--- config.mk ---
export PLATFORM = sky130hd
export DESIGN_NAME = dvs_top
export DESIGN_NICKNAME = d
export VERILOG_FILES = /design/src/core/dvs_pkg.sv /design/src/core/dvs_fifo.sv /design/src/core/dvs_top.sv
export SDC_FILE = /design/constraint.sdc
export NUM_CORES = 2
export LEC_CHECK = 0
export BUFFER_PORTS_ARGS = -buffer_cell sky130_fd_sc_hd__buf_2
export CAP_MARGIN = 5
export CORE_ASPECT_RATIO = 1.2
export CORE_UTILIZATION = 45
export DETAILED_ROUTE_END_ITERATION = 6
export HOLD_SLACK_MARGIN = 0.15
export PLACE_DENSITY_LB_ADDON = 0.3
export SYNTH_ARGS = -nofsm -noshare
export SYNTH_HDL_FRONTEND = slang
export SYNTH_SLANG_ARGS = --single-unit
export TNS_END_PERCENT = 10
--- constraint.sdc ---
create_clock -name core_clk -period 29.6 [get_ports core_clk]
set_input_delay 0 -clock core_clk [delete_from_list [all_inputs] [get_ports core_clk]]
set_output_delay 0 -clock core_clk [all_outputs]
set_load 0.05 [all_outputs]
--- src/core/dvs_pkg.sv ---
`default_nettype none
package dvs_pkg;
  // register offsets on the control port
  localparam logic [7:0] DVS_OFS_PWR = 8'h0b;
  localparam logic [7:0] DVS_OFS_VOL_L = 8'h32;
  localparam logic [7:0] DVS_OFS_VOL_R = 8'h33;
  localparam logic [7:0] DVS_OFS_MUTE = 8'h3a;
  localparam logic [7:0] DVS_OFS_RAMP = 8'h3b;
  // field positions
  localparam int DVS_BIT_PWR_ENA_L = 4;
  localparam int DVS_BIT_PWR_ENA_R = 5;
  localparam int DVS_BIT_VOL_ENA = 15;
  localparam int DVS_BIT_COMMIT = 8;
  localparam int DVS_BIT_MUTE = 14;
  localparam int DVS_BIT_RAMPED = 14;
  localparam int DVS_BIT_SPEED = 13;
  // reset values
  localparam logic [7:0] DVS_VOL_RST = 8'hc0;
  localparam logic DVS_MUTE_RST = 1'b1;
  localparam logic [7:0] DVS_VOL_MUTE = 8'h00;
  // ramp divisors, in sample ticks minus one
  localparam logic [4:0] DVS_RAMP_FAST_LAST = 5'h01;
  localparam logic [4:0] DVS_RAMP_SLOW_LAST = 5'h1f;
  // gain arithmetic: mantissas are q15 powers of 2^(k/16)
  localparam logic [4:0] DVS_Q_SHIFT = 5'h0f;
  localparam logic [4:0] DVS_VOL_SH_BASE = 5'h1b;
  localparam logic [15:0] DVS_VOL_MANT [16] = '{
    16'h8000, 16'h85ab, 16'h8b96, 16'h91c4, 16'h9838, 16'h9ef5,
    16'ha5ff, 16'had58, 16'hb505, 16'hbd09, 16'hc567, 16'hce25,
    16'hd745, 16'he0cd, 16'heac1, 16'hf525};
  localparam logic [15:0] DVS_SIDE_ODD_MANT = 16'h5a82;
  localparam logic [3:0] DVS_SIDE_UNITY = 4'hc;
  localparam logic signed [15:0] DVS_SAT_MAX = 16'sh7fff;
  localparam logic signed [15:0] DVS_SAT_MIN = -16'sh7fff - 16'sh0001;
  // sidetone source codes
  localparam logic [1:0] DVS_SRC_ADCL = 2'h1;
  localparam logic [1:0] DVS_SRC_ADCR = 2'h2;
endpackage
`default_nettype wire

--- src/core/dvs_fifo.sv ---
`default_nettype none
module dvs_fifo #(
  parameter int WIDTH = 32,
  parameter int DEPTH = 32
) (
  // clock and reset
  input wire logic core_clk,
  input wire logic rst_b,
  // fill side
  input wire logic in_valid,
  output logic in_ready,
  input wire logic [WIDTH-1:0] in_data,
  // drain side
  output logic out_valid,
  input wire logic out_ready,
  output logic [WIDTH-1:0] out_data
);
  localparam int AW = $clog2(DEPTH);
  // whole fifo state in one record
  typedef struct packed {
    logic [DEPTH-1:0][WIDTH-1:0] mem;
    logic [AW-1:0] wptr;
    logic [AW-1:0] rptr;
    logic [AW:0] count;
  } dvs_fifo_st_t;
  dvs_fifo_st_t s_q, s_d;
  logic push, pop;

  // honest flags straight from the count
  assign in_ready = (s_q.count != (AW+1)'(DEPTH));
  assign out_valid = (s_q.count != '0);
  assign out_data = s_q.mem[s_q.rptr];
  assign push = in_valid && in_ready;
  assign pop = out_valid && out_ready;

  // pointer and count update
  always_comb
  begin
    s_d = s_q;
    if (push)
    begin
      s_d.mem[s_q.wptr] = in_data;
      s_d.wptr = AW'((s_q.wptr + 1'b1) % DEPTH);
    end
    if (pop)
      s_d.rptr = AW'((s_q.rptr + 1'b1) % DEPTH);
    s_d.count = s_q.count + (AW+1)'(push) - (AW+1)'(pop);
  end

  // state register
  always_ff @(posedge core_clk or negedge rst_b)
  begin
    if (!rst_b)
      s_q <= '0;
    else
      s_q <= s_d;
  end
endmodule
`default_nettype wire

--- src/core/dvs_top.sv ---
// Behaviour
// - sidetone gain -36 dB, 3 dB steps, 11xx 0 dB
// - channel enables aliased at two register locations
// - volumes apply together on commit bit write
// - volume code zero mutes, 0.375 dB steps
// - volume codes reset to unity gain
// - soft mute ramps gain down gradually
// - soft mute resets set; host must clear
// - instant unmute jumps to programmed volume
// - ramped unmute climbs to programmed volume
// - ramp rate fs/2 fast or fs/32 slow
// - muting also possible through volume codes
// - timing follows sample rate tick, 8-48 kHz
// - sidetone source none, left adc, right adc
// - sidetone only at equal adc/dac rates
`default_nettype none
module dvs_top
  import dvs_pkg::*;
#(
  parameter int SMP_W = 16,
  parameter int FIFO_DEPTH = 32
) (
  // clock and reset
  input wire logic core_clk,
  input wire logic rst_b,
  // control register port
  input wire logic reg_wr_en,
  input wire logic reg_rd_en,
  input wire logic [7:0] reg_addr,
  input wire logic [15:0] reg_wdata,
  output logic [15:0] reg_rdata,
  // playback samples from the audio interface
  input wire logic smp_valid,
  output logic smp_ready,
  input wire logic [SMP_W-1:0] smp_left,
  input wire logic [SMP_W-1:0] smp_right,
  // sample rate strobe, one pulse per fs period
  input wire logic sample_tick,
  // sidetone inputs from the adc filters
  input wire logic [SMP_W-1:0] adc_left,
  input wire logic [SMP_W-1:0] adc_right,
  input wire logic same_rate,
  input wire logic [3:0] left_sidetone_gain,
  input wire logic [3:0] right_sidetone_gain,
  input wire logic [1:0] left_sidetone_source,
  input wire logic [1:0] right_sidetone_source,
  // scaled samples towards the dac
  output logic out_valid,
  output logic [SMP_W-1:0] out_left,
  output logic [SMP_W-1:0] out_right
);
  // all state of the block in one record; index 0 left, 1 right
  typedef struct packed {
    logic [1:0] ena;
    logic [1:0][7:0] pend;
    logic [1:0][7:0] vol;
    logic [1:0][7:0] app;
    logic mute;
    logic ramped;
    logic speed;
    logic [4:0] rcnt;
    logic [15:0] rdata;
    logic ovalid;
    logic [1:0][SMP_W-1:0] osmp;
  } dvs_state_t;
  dvs_state_t s_q, s_d;

  // fifo drain side
  logic f_valid;
  logic [2*SMP_W-1:0] f_data;
  logic pop;
  // ramp step strobe
  logic ramp_tick;
  logic [4:0] rlast;
  // decoded writes
  logic wr_vol, commit;
  // per-channel mixed result
  logic [1:0][SMP_W-1:0] mix;

  // 32-word buffer so the interface can run ahead of the fs strobe
  dvs_fifo #(
    .WIDTH(2*SMP_W),
    .DEPTH(FIFO_DEPTH)
  ) u_fifo (
    .core_clk(core_clk),
    .rst_b(rst_b),
    .in_valid(smp_valid),
    .in_ready(smp_ready),
    .in_data({smp_left, smp_right}),
    .out_valid(f_valid),
    .out_ready(sample_tick),
    .out_data(f_data)
  );
  // drained only on the fs strobe, so a slow dac back-pressures the source
  assign pop = sample_tick && f_valid;

  // ramp divider counts sample ticks, so timing scales with fs
  assign rlast = s_q.speed ? DVS_RAMP_SLOW_LAST : DVS_RAMP_FAST_LAST;
  assign ramp_tick = sample_tick && ((s_q.rcnt & rlast) == rlast);

  // volume write with commit bit set on either channel
  assign wr_vol = reg_wr_en &&
    (reg_addr == DVS_OFS_VOL_L || reg_addr == DVS_OFS_VOL_R);
  assign commit = wr_vol && reg_wdata[DVS_BIT_COMMIT];

  // saturate a wide product or sum into a sample
  function automatic logic signed [15:0] dvs_sat(
    input logic signed [32:0] v
  );
    begin
      if (v > 33'(DVS_SAT_MAX))
        dvs_sat = DVS_SAT_MAX;
      else if (v < 33'(DVS_SAT_MIN))
        dvs_sat = DVS_SAT_MIN;
      else
        dvs_sat = 16'(v);
    end
  endfunction

  // multiply by a q15-style mantissa, then shift down
  function automatic logic signed [15:0] dvs_scale(
    input logic signed [15:0] x,
    input logic [15:0] m,
    input logic [4:0] sh
  );
    logic signed [32:0] p;
    begin
      p = 33'(x) * 33'($signed({1'b0, m}));
      dvs_scale = dvs_sat(p >>> sh);
    end
  endfunction

  // per-channel gain and sidetone mix
  for (genvar c = 0; c < 2; c++)
  begin : g_ch
    logic signed [15:0] smp, adc, pv, sv;
    logic [7:0] code;
    logic [3:0] sg, nd;
    logic [1:0] src;
    logic side_on;
    // left channel sits in the upper half of the fifo word
    assign smp = (c == 0) ? f_data[2*SMP_W-1:SMP_W] : f_data[SMP_W-1:0];
    assign code = s_q.app[c];
    assign sg = (c == 0) ? left_sidetone_gain : right_sidetone_gain;
    assign src = (c == 0) ? left_sidetone_source : right_sidetone_source;
    // playback gain: 16 codes per octave, code c0 is unity
    always_comb
    begin
      if (code == DVS_VOL_MUTE)
        pv = '0;
      else
        pv = dvs_scale(smp, DVS_VOL_MANT[code[3:0]],
          5'(DVS_VOL_SH_BASE - {1'b0, code[7:4]}));
    end
    // sidetone gain: every two codes halve, odd codes add root half
    assign nd = (sg >= DVS_SIDE_UNITY) ? 4'h0 : 4'(DVS_SIDE_UNITY - sg);
    // unused source code 11 mixes nothing
    assign side_on = same_rate &&
      (src == DVS_SRC_ADCL || src == DVS_SRC_ADCR);
    assign adc = (src == DVS_SRC_ADCR) ? adc_right : adc_left;
    always_comb
    begin
      if (!side_on)
        sv = '0;
      else
        sv = dvs_scale(adc, nd[0] ? DVS_SIDE_ODD_MANT : DVS_VOL_MANT[0],
          5'(DVS_Q_SHIFT + {2'b00, nd[3:1]}));
    end
    // sum can exceed full scale, so clip rather than wrap
    assign mix[c] = dvs_sat(33'(pv) + 33'(sv));
  end

  // next-state logic for registers, ramp and output stage
  always_comb
  begin
    s_d = s_q;
    s_d.ovalid = 1'b0;
    // ramp divider advances on every sample tick
    if (sample_tick)
      s_d.rcnt = s_q.rcnt + 5'h01;
    // register writes; unmapped offsets are ignored
    if (reg_wr_en)
    begin
      case (reg_addr)
        DVS_OFS_PWR:
        begin
          // same storage as bit 15 of the volume registers
          s_d.ena[0] = reg_wdata[DVS_BIT_PWR_ENA_L];
          s_d.ena[1] = reg_wdata[DVS_BIT_PWR_ENA_R];
        end
        DVS_OFS_VOL_L:
        begin
          s_d.ena[0] = reg_wdata[DVS_BIT_VOL_ENA];
          s_d.pend[0] = reg_wdata[7:0];
        end
        DVS_OFS_VOL_R:
        begin
          s_d.ena[1] = reg_wdata[DVS_BIT_VOL_ENA];
          s_d.pend[1] = reg_wdata[7:0];
        end
        DVS_OFS_MUTE:
          s_d.mute = reg_wdata[DVS_BIT_MUTE];
        DVS_OFS_RAMP:
        begin
          s_d.ramped = reg_wdata[DVS_BIT_RAMPED];
          s_d.speed = reg_wdata[DVS_BIT_SPEED];
        end
        default:
          s_d.mute = s_q.mute;
      endcase
    end
    // both channels take their pending codes in the same cycle,
    // including the code carried by the committing write itself
    if (commit)
      s_d.vol = s_d.pend;
    // applied gain code per channel
    for (int c = 0; c < 2; c++)
    begin
      if (s_q.mute)
      begin
        // fade down one code per ramp tick, never a single cut
        if (ramp_tick && s_q.app[c] != DVS_VOL_MUTE)
          s_d.app[c] = s_q.app[c] - 8'h01;
      end
      else if (s_q.ramped && s_q.app[c] < s_q.vol[c])
      begin
        // climb one code per ramp tick to the programmed level
        if (ramp_tick)
          s_d.app[c] = s_q.app[c] + 8'h01;
      end
      else
        s_d.app[c] = s_q.vol[c];
    end
    // read data registered; reserved bits read zero
    if (reg_rd_en)
    begin
      s_d.rdata = '0;
      case (reg_addr)
        DVS_OFS_PWR:
        begin
          s_d.rdata[DVS_BIT_PWR_ENA_L] = s_q.ena[0];
          s_d.rdata[DVS_BIT_PWR_ENA_R] = s_q.ena[1];
        end
        DVS_OFS_VOL_L:
        begin
          s_d.rdata[DVS_BIT_VOL_ENA] = s_q.ena[0];
          s_d.rdata[7:0] = s_q.pend[0];
        end
        DVS_OFS_VOL_R:
        begin
          s_d.rdata[DVS_BIT_VOL_ENA] = s_q.ena[1];
          s_d.rdata[7:0] = s_q.pend[1];
        end
        DVS_OFS_MUTE:
          s_d.rdata[DVS_BIT_MUTE] = s_q.mute;
        DVS_OFS_RAMP:
        begin
          s_d.rdata[DVS_BIT_RAMPED] = s_q.ramped;
          s_d.rdata[DVS_BIT_SPEED] = s_q.speed;
        end
        default:
          s_d.rdata = '0;
      endcase
    end
    // one output pair per fs tick; disabled channels emit silence
    if (pop)
    begin
      s_d.ovalid = 1'b1;
      for (int c = 0; c < 2; c++)
        s_d.osmp[c] = s_q.ena[c] ? mix[c] : '0;
    end
  end

  // state register; muted and at unity code out of reset
  always_ff @(posedge core_clk or negedge rst_b)
  begin
    if (!rst_b)
    begin
      s_q <= '0;
      s_q.pend <= {DVS_VOL_RST, DVS_VOL_RST};
      s_q.vol <= {DVS_VOL_RST, DVS_VOL_RST};
      s_q.mute <= DVS_MUTE_RST;
    end
    else
      s_q <= s_d;
  end

  // outputs straight from flip-flops
  assign reg_rdata = s_q.rdata;
  assign out_valid = s_q.ovalid;
  assign out_left = s_q.osmp[0];
  assign out_right = s_q.osmp[1];
endmodule
`default_nettype wire

Word-level counts from Yosys, hierarchy flattened
Memory sizes are Yosys's and may differ from the RTL's. Cells that the tools add are included.

Add/sub/neg operators: 17. Multipliers: 4. Magnitude comparators: 21. Equal/unequal tests: 15. Shift operators: 4. Mux-type cells: 54. Bitwise gates (word level): 3. Reduce and logical (&&, ||, !) cells: 28.

Operators with widths (number): $bwmux W1024 (1); $mux W16 (27); $bmux W32 S5 (1); $demux W32 S5 (1); $gt A33 B16 Y1 const B (4); $lt A33 B16 Y1 const B (4); $mul A16 B17 Y33 (4); $sshr A33 B5 Y33 (4); $mux W8 (10); $mux W32 (2); $add A16 B16 Y17 (2); $gt A17 B16 Y1 const B (2); $lt A17 B16 Y1 const B (2); $mux W33 (1); $eq A8 B6 Y1 const B (4); $add A8 B1 Y8 const B (2); $logic_not A8 Y1 (2); $lt A8 B8 Y1 (2); $reduce_bool A8 Y1 (2); $sub A8 B1 Y8 const B (2); $add A5 B1 Y5 const B (3); $logic_and A1 B1 Y1 (12); $lt A5 B6 Y1 const B (2); $reduce_and A2 Y1 (6); 27 further kinds (44).

Register bits after elaboration: 1142. Bits in read-only memories: 512. Bits of input ports: 107. Word-level logic and storage cells: 199. Memories: 2.

Memory list: (name not given) (depth 16, bits a word 16, rd ports 1, clocked after memory_dff 0, write ports 0, RTL line dvs_top.sv:152) `pv = dvs_scale(smp, DVS_VOL_MANT[code[3:0]],`; (name not given) (depth 16, bits a word 16, rd ports 1, clocked after memory_dff 0, write ports 0, RTL line dvs_top.sv:152).

Logic depth before layout (Yosys ltp)
Depth after elaboration: 16. Gate-level depth with buffers: 55. Depth with buffers taken out: 48.

Modules after synthesis
From an unflattened synthesis, not the netlist that was laid out.

Cell total of the unflattened synthesis: 8526. Area total of the unflattened synthesis: 90839.6 sq um.

Modules (own cells, without submodules): dvs_fifo (instances 1, cells an instance 3026, area each 46923.8 sq um, seq. area each 26025.0 sq um); dvs_top (instances 1, cells an instance 5500, area each 43915.9 sq um, seq. area each 2563.7 sq um).

Least setup slack after synthesis
No wires, ideal clock.

Path kind: reg-to-reg. Start: reg u_fifo.s_q[6] in the netlist's numbering. End: reg s_q, in the netlist out_right[4]. Data arrival time: 13.565 ns. Required time: 29.479 ns. Setup slack: 15.914 ns. Stages on the path, launching flop included: 53. Buffers on the path: 8. Cells stage by stage: dfrtp_1 -> clkbuf_1 -> clkbuf_1 -> buf_1 -> buf_1 -> mux4_2 -> mux4_2 -> mux2i_1 -> clkbuf_1 -> nor2_1 -> fa_1 -> inv_1 -> fa_1 -> fa_1 -> inv_1 -> fa_1 -> fa_1 -> inv_1 -> (+17 left out) -> o31ai_1 -> ha_1 -> inv_1 -> fa_1 -> nor2b_1 -> o21ai_0 -> a21boi_0 -> o21ai_0 -> a21boi_0 -> o21ai_0 -> a21oi_1 -> o41ai_1 -> nor4b_1 -> o31a_1 -> a311oi_1 -> clkbuf_1 -> o21ai_0 -> a22o_1.

Word-level cells in the longest chain between the ends: 13. Elaborated cells between the ends (all ways): 15. Those cells by class: add/sub (1); mul (1); order compare (4); shift (1); mux (8).

RTL lines: start, declared (RTL line dvs_fifo.sv:26) `dvs_fifo_st_t s_q, s_d;`; start signal, assigned (RTL line dvs_fifo.sv:54) `s_q <= '0;`; start signal, assigned (RTL line dvs_fifo.sv:56) `s_q <= s_d;`; $bmux W32 S5 (*) (RTL line dvs_fifo.sv:32) `assign out_data = s_q.mem[s_q.rptr];`; $mux W32 (implied by the code) (*) (RTL line dvs_fifo.sv:32); $mul A16 B17 Y33 (*) (RTL line dvs_top.sv:128) `p = 33'(x) * 33'($signed({1'b0, m}));`; $sshr A33 B5 Y33 (*) (RTL line dvs_top.sv:129) `dvs_scale = dvs_sat(p >>> sh);`; $lt A33 B16 Y1 (RTL line dvs_top.sv:113) `else if (v < 33'(DVS_SAT_MIN))`; $mux W16 (RTL line dvs_top.sv:113); $mux W16 (*) (RTL line dvs_top.sv:111) `if (v > 33'(DVS_SAT_MAX))`; $mux W16 (*) (RTL line dvs_top.sv:149) `if (code == DVS_VOL_MUTE)`; $add A16 B16 Y17 (*) (RTL line dvs_top.sv:170) `assign mix[c] = dvs_sat(33'(pv) + 33'(sv));`; $lt A17 B16 Y1 (RTL line dvs_top.sv:113); $mux W16 (RTL line dvs_top.sv:113); $mux W16 (*) (RTL line dvs_top.sv:111); $mux W16 (*) (RTL line dvs_top.sv:270) `s_d.osmp[c] = s_q.ena[c] ? mix[c] : '0;`; end, declared (RTL line dvs_top.sv:66) `dvs_state_t s_q, s_d;`.

Mark *: on every way between the ends. The rest lies on a longest branch, timed or not. The select of a mux whose other input is x is not followed. A chain may end at the register's enable or synchronous reset.

Worst setup path after layout
Start: reg u_fifo.s_q[7] in the netlist's numbering. End: reg s_q, in the netlist out_right[6].

The elaborated chain is that of the path after synthesis.

==> results.yml <==
outcome:
  status: "finished, violations left"
  violations: "design-rule violations"
drt:
  vias_per_cell: 5.844
  via_count: 64260
  drt_wl_total_mm: 248.1
  drt_iter0_markers: 4026
  drc: 10
  drt-pass1-iter-count: 7
  drtAntennaViolNets: 0
  wl_per_cell_um: 22.56
global_routing:
  grt_pass1_wl_mm: 390.3
  grt_antenna_before_repair: 18
  grt_util_all_layers: 0.2446
  grt_pass1_vias: 67460
  overflow: 0
  grt_max_degree: 186
floorplan:
  die_height_um: 494.1
  die_w_um: 412.1
  die_area_um2: 203600
  ioPinCount: 157
  num_rows: 180
  core_area_um2: 200400
  start_util: 0.4530
job:
  drv_cap: 0
setup_path:
  ff2ff_setup_slack_ns: 12.79
  r2r_start: "u_fifo.s_q[7]"
  rr_worst_depth: 46
  crit_path_end: "out_right[6]"
  end_kind: "flip-flop"
  cp.arrival_ns: 17.41
  cpPeakStageDelay_ns: 0.98
  critPathLaunchType: "flip-flop"
  critPathSlowestCell: "dfrtp_4"
  cp_num_cells: 46
  crit_path_frequent_cell: "fa_1"
  cp.required_ns: 30.20
  worstPathMaxFanout: 58
  crit_family: "compound AO/OA/AOI/OAI gates"
  crit_buf_inv: 7
  reg2reg_to: "out_right[6]"
  path_class: "flip-flop to flip-flop"
  cp-startpoint: "u_fifo.s_q[7]"
sta:
  worstMarginPinSlew_ns: 1.138
  fin_tns_setup_ns: 0
  setup_viol: 0
  period_share: 0.5678
  maxSlewHeadroom: 0.2415
  skew_ns: 0.06136
  min_period_ns: 16.81
  fmax_mhz: 59.50
  hold_violations: 0
  slew_violations: 0
  rsz0062_at_grt: "no"
cells_and_area:
  utilization: 0.4920
  multi_input_area_um2: 56830
  regArea_um2: 28600
  final_cells: 11000
  fill_cells: 18040
  drive_above_1_share: 0.2510
  final_nets: 9425
  area_growth_pct: 8.609
hold_path:
  whs_path_depth: 3
  hp-class: "input pin to flip-flop"
synthesis:
  netlist_top_cells_area: "dfrtp_1, mux2_2, fa_1"
  synth.avg_cell_area_um2: 10.89
  ys_async_sr_fraction: 1.000
  synth-edff-count: 0
  yosys.area.top_type_share: 0.3122
  synth-seq-area-share: 0.3148
  synth_warnings: 0
  synth_cells: 8338
  yosysUniqueCellTypes: 121
  ys_seq_elements: 1142
  synth_top_cell_by_area: "dfrtp_1"
  netlist_area_um2: 90800
  synth_ff_type: "dfrtp_1"
place:
  place_congestion: 0.9196
  port_buffers: 147
  dpl.cell_count: 10690
  hpwl_mm: 175.1
clock_tree:
  cts_inserted_buffers: 118
  cts_tree: "yes"
  htreeDepth: 3
  clk_latency_ns: 0.77
  cts_root_buffer: "clkbuf_16"
  cts_sinks: 1142
  clk_path_buf_depth: 3
  clkTransAtPathRegs_ns: 0.06
cell usage in the layout, fill, tap and decap left out, types with 80 or more instances in the layout:
master            n
ha_1            545
buf_2           146
o21ai_0         285
mux2i_1         160
inv_1           830
nor2_1          584
nand2_1         590
buf_4           128
mux4_2          357
dlygate4sd3_1    80
xnor2_1          91
mux2_2         1119
fa_1            525
nand3_1          92
clkbuf_16       118
dfrtp_1        1128
a21oi_1         270
a21o_1          106
cell families after synthesis:
family	after synthesis	synth area share
AND/OR/NAND/NOR	1689	0.08266
multiplexers	1644	0.2459
buffers and inverters	1436	0.06192
AO/OA/AOI/OAI	1224	0.09096
flip-flops	1142	0.3148
adder cells (fa/ha/maj)	1070	0.1908
XOR/XNOR	131	0.01280
other	2	0.00008271
per-stage QoR:
stage / hold slack [ns] / instance area, um2 / setup slack, ns
final: 0.2251 / 98620 / 12.79
after global routing: 0.2180 / 98610 / 11.78
after CTS: 0.1509 / 98600 / 12.89
after detailed placement: 0.1512 / 93670 / 12.96
after global placement: 0.1183 / 93670 / 12.99
after floorplan: -0.2956 / 90900 / 15.91
Yosys cell counts, types with 16 or more instances:
master	number
dfrtp_1	1133
buf_1	182
a211o_1	26
mux4_2	357
or2_2	26
clkbuf_1	331
nor3_1	63
buf_4	50
nor2b_1	28
inv_1	830
nor2_1	584
nand2b_1	50
a221oi_1	16
ha_1	545
a211oi_1	60
xnor2_1	91
o211ai_1	66
nand2_1	623
o22ai_1	24
o31ai_1	34
buf_2	29
mux2_2	1119
and2_1	48
nand4_1	42
o21a_1	50
a21oi_1	270
mux2i_1	167
o221ai_1	19
or3_1	16
nand3_1	92
fa_1	525
a31oi_1	33
xor2_1	38
nor4_1	19
o21bai_1	16
and3_1	32
a21o_1	106
o21ai_0	289
sequential cells by signal (all words and copies together) (netlist names):
register,flops
g_ch.code,16
out_left,16
out_right,16
out_valid,1
reg_rdata,11
s_q,42
u_fifo.s_q,1040
per-layer routing:
metal  part of all wire  vias up  track usage
li1                   -    28950            -
met1               0.41    33040       0.3093
met2               0.50     1755       0.4277
met3              0.047      498      0.02809
met4              0.038       14      0.09249
met5            0.00037        -            0
final cells by class:
type,instances,share of cell area
multi-input cells,5785,0.5763
flip-flops and latches,1142,0.2900
clock buffers,182,0.03623
well taps,2639,0.03348
inverters,842,0.03205
repair buffers,359,0.02631
clock inverters,39,0.005379
diodes,8,0.0002030
what timing repair did:
action,in CTS,in global routing
hold endpoints to repair,1239,0
resized for setup,0,0
buffers inserted,0,0
hold buffers,81,0
worst reg2reg max path: cells and delay by family, from the launching register on:
family,cells,cell delay [ns]
fa+ha+maj,9,3.68
buf+inv,7,2.27
compound gates,18,5.15
simple gates,8,1.93
xor+xnor,1,0.88
mux,3,1.77
flops,1,0.98
worst min-delay path by stage:
stage	start	to
6_report	sample_tick	s_q[49]
5_1_grt	reg_wdata[5]	s_q[102]
4_1_cts	reg_wdata[5]	s_q[102]
3_5_place_dp	rst_b	u_fifo.s_q[500]
3_3_place_gp	rst_b	u_fifo.s_q[852]
2_1_floorplan	rst_b	g_ch[0].code[0]
Power is not shown: default switching activity piles up to over one toggle a cycle in this logic, so the estimate is an artifact.
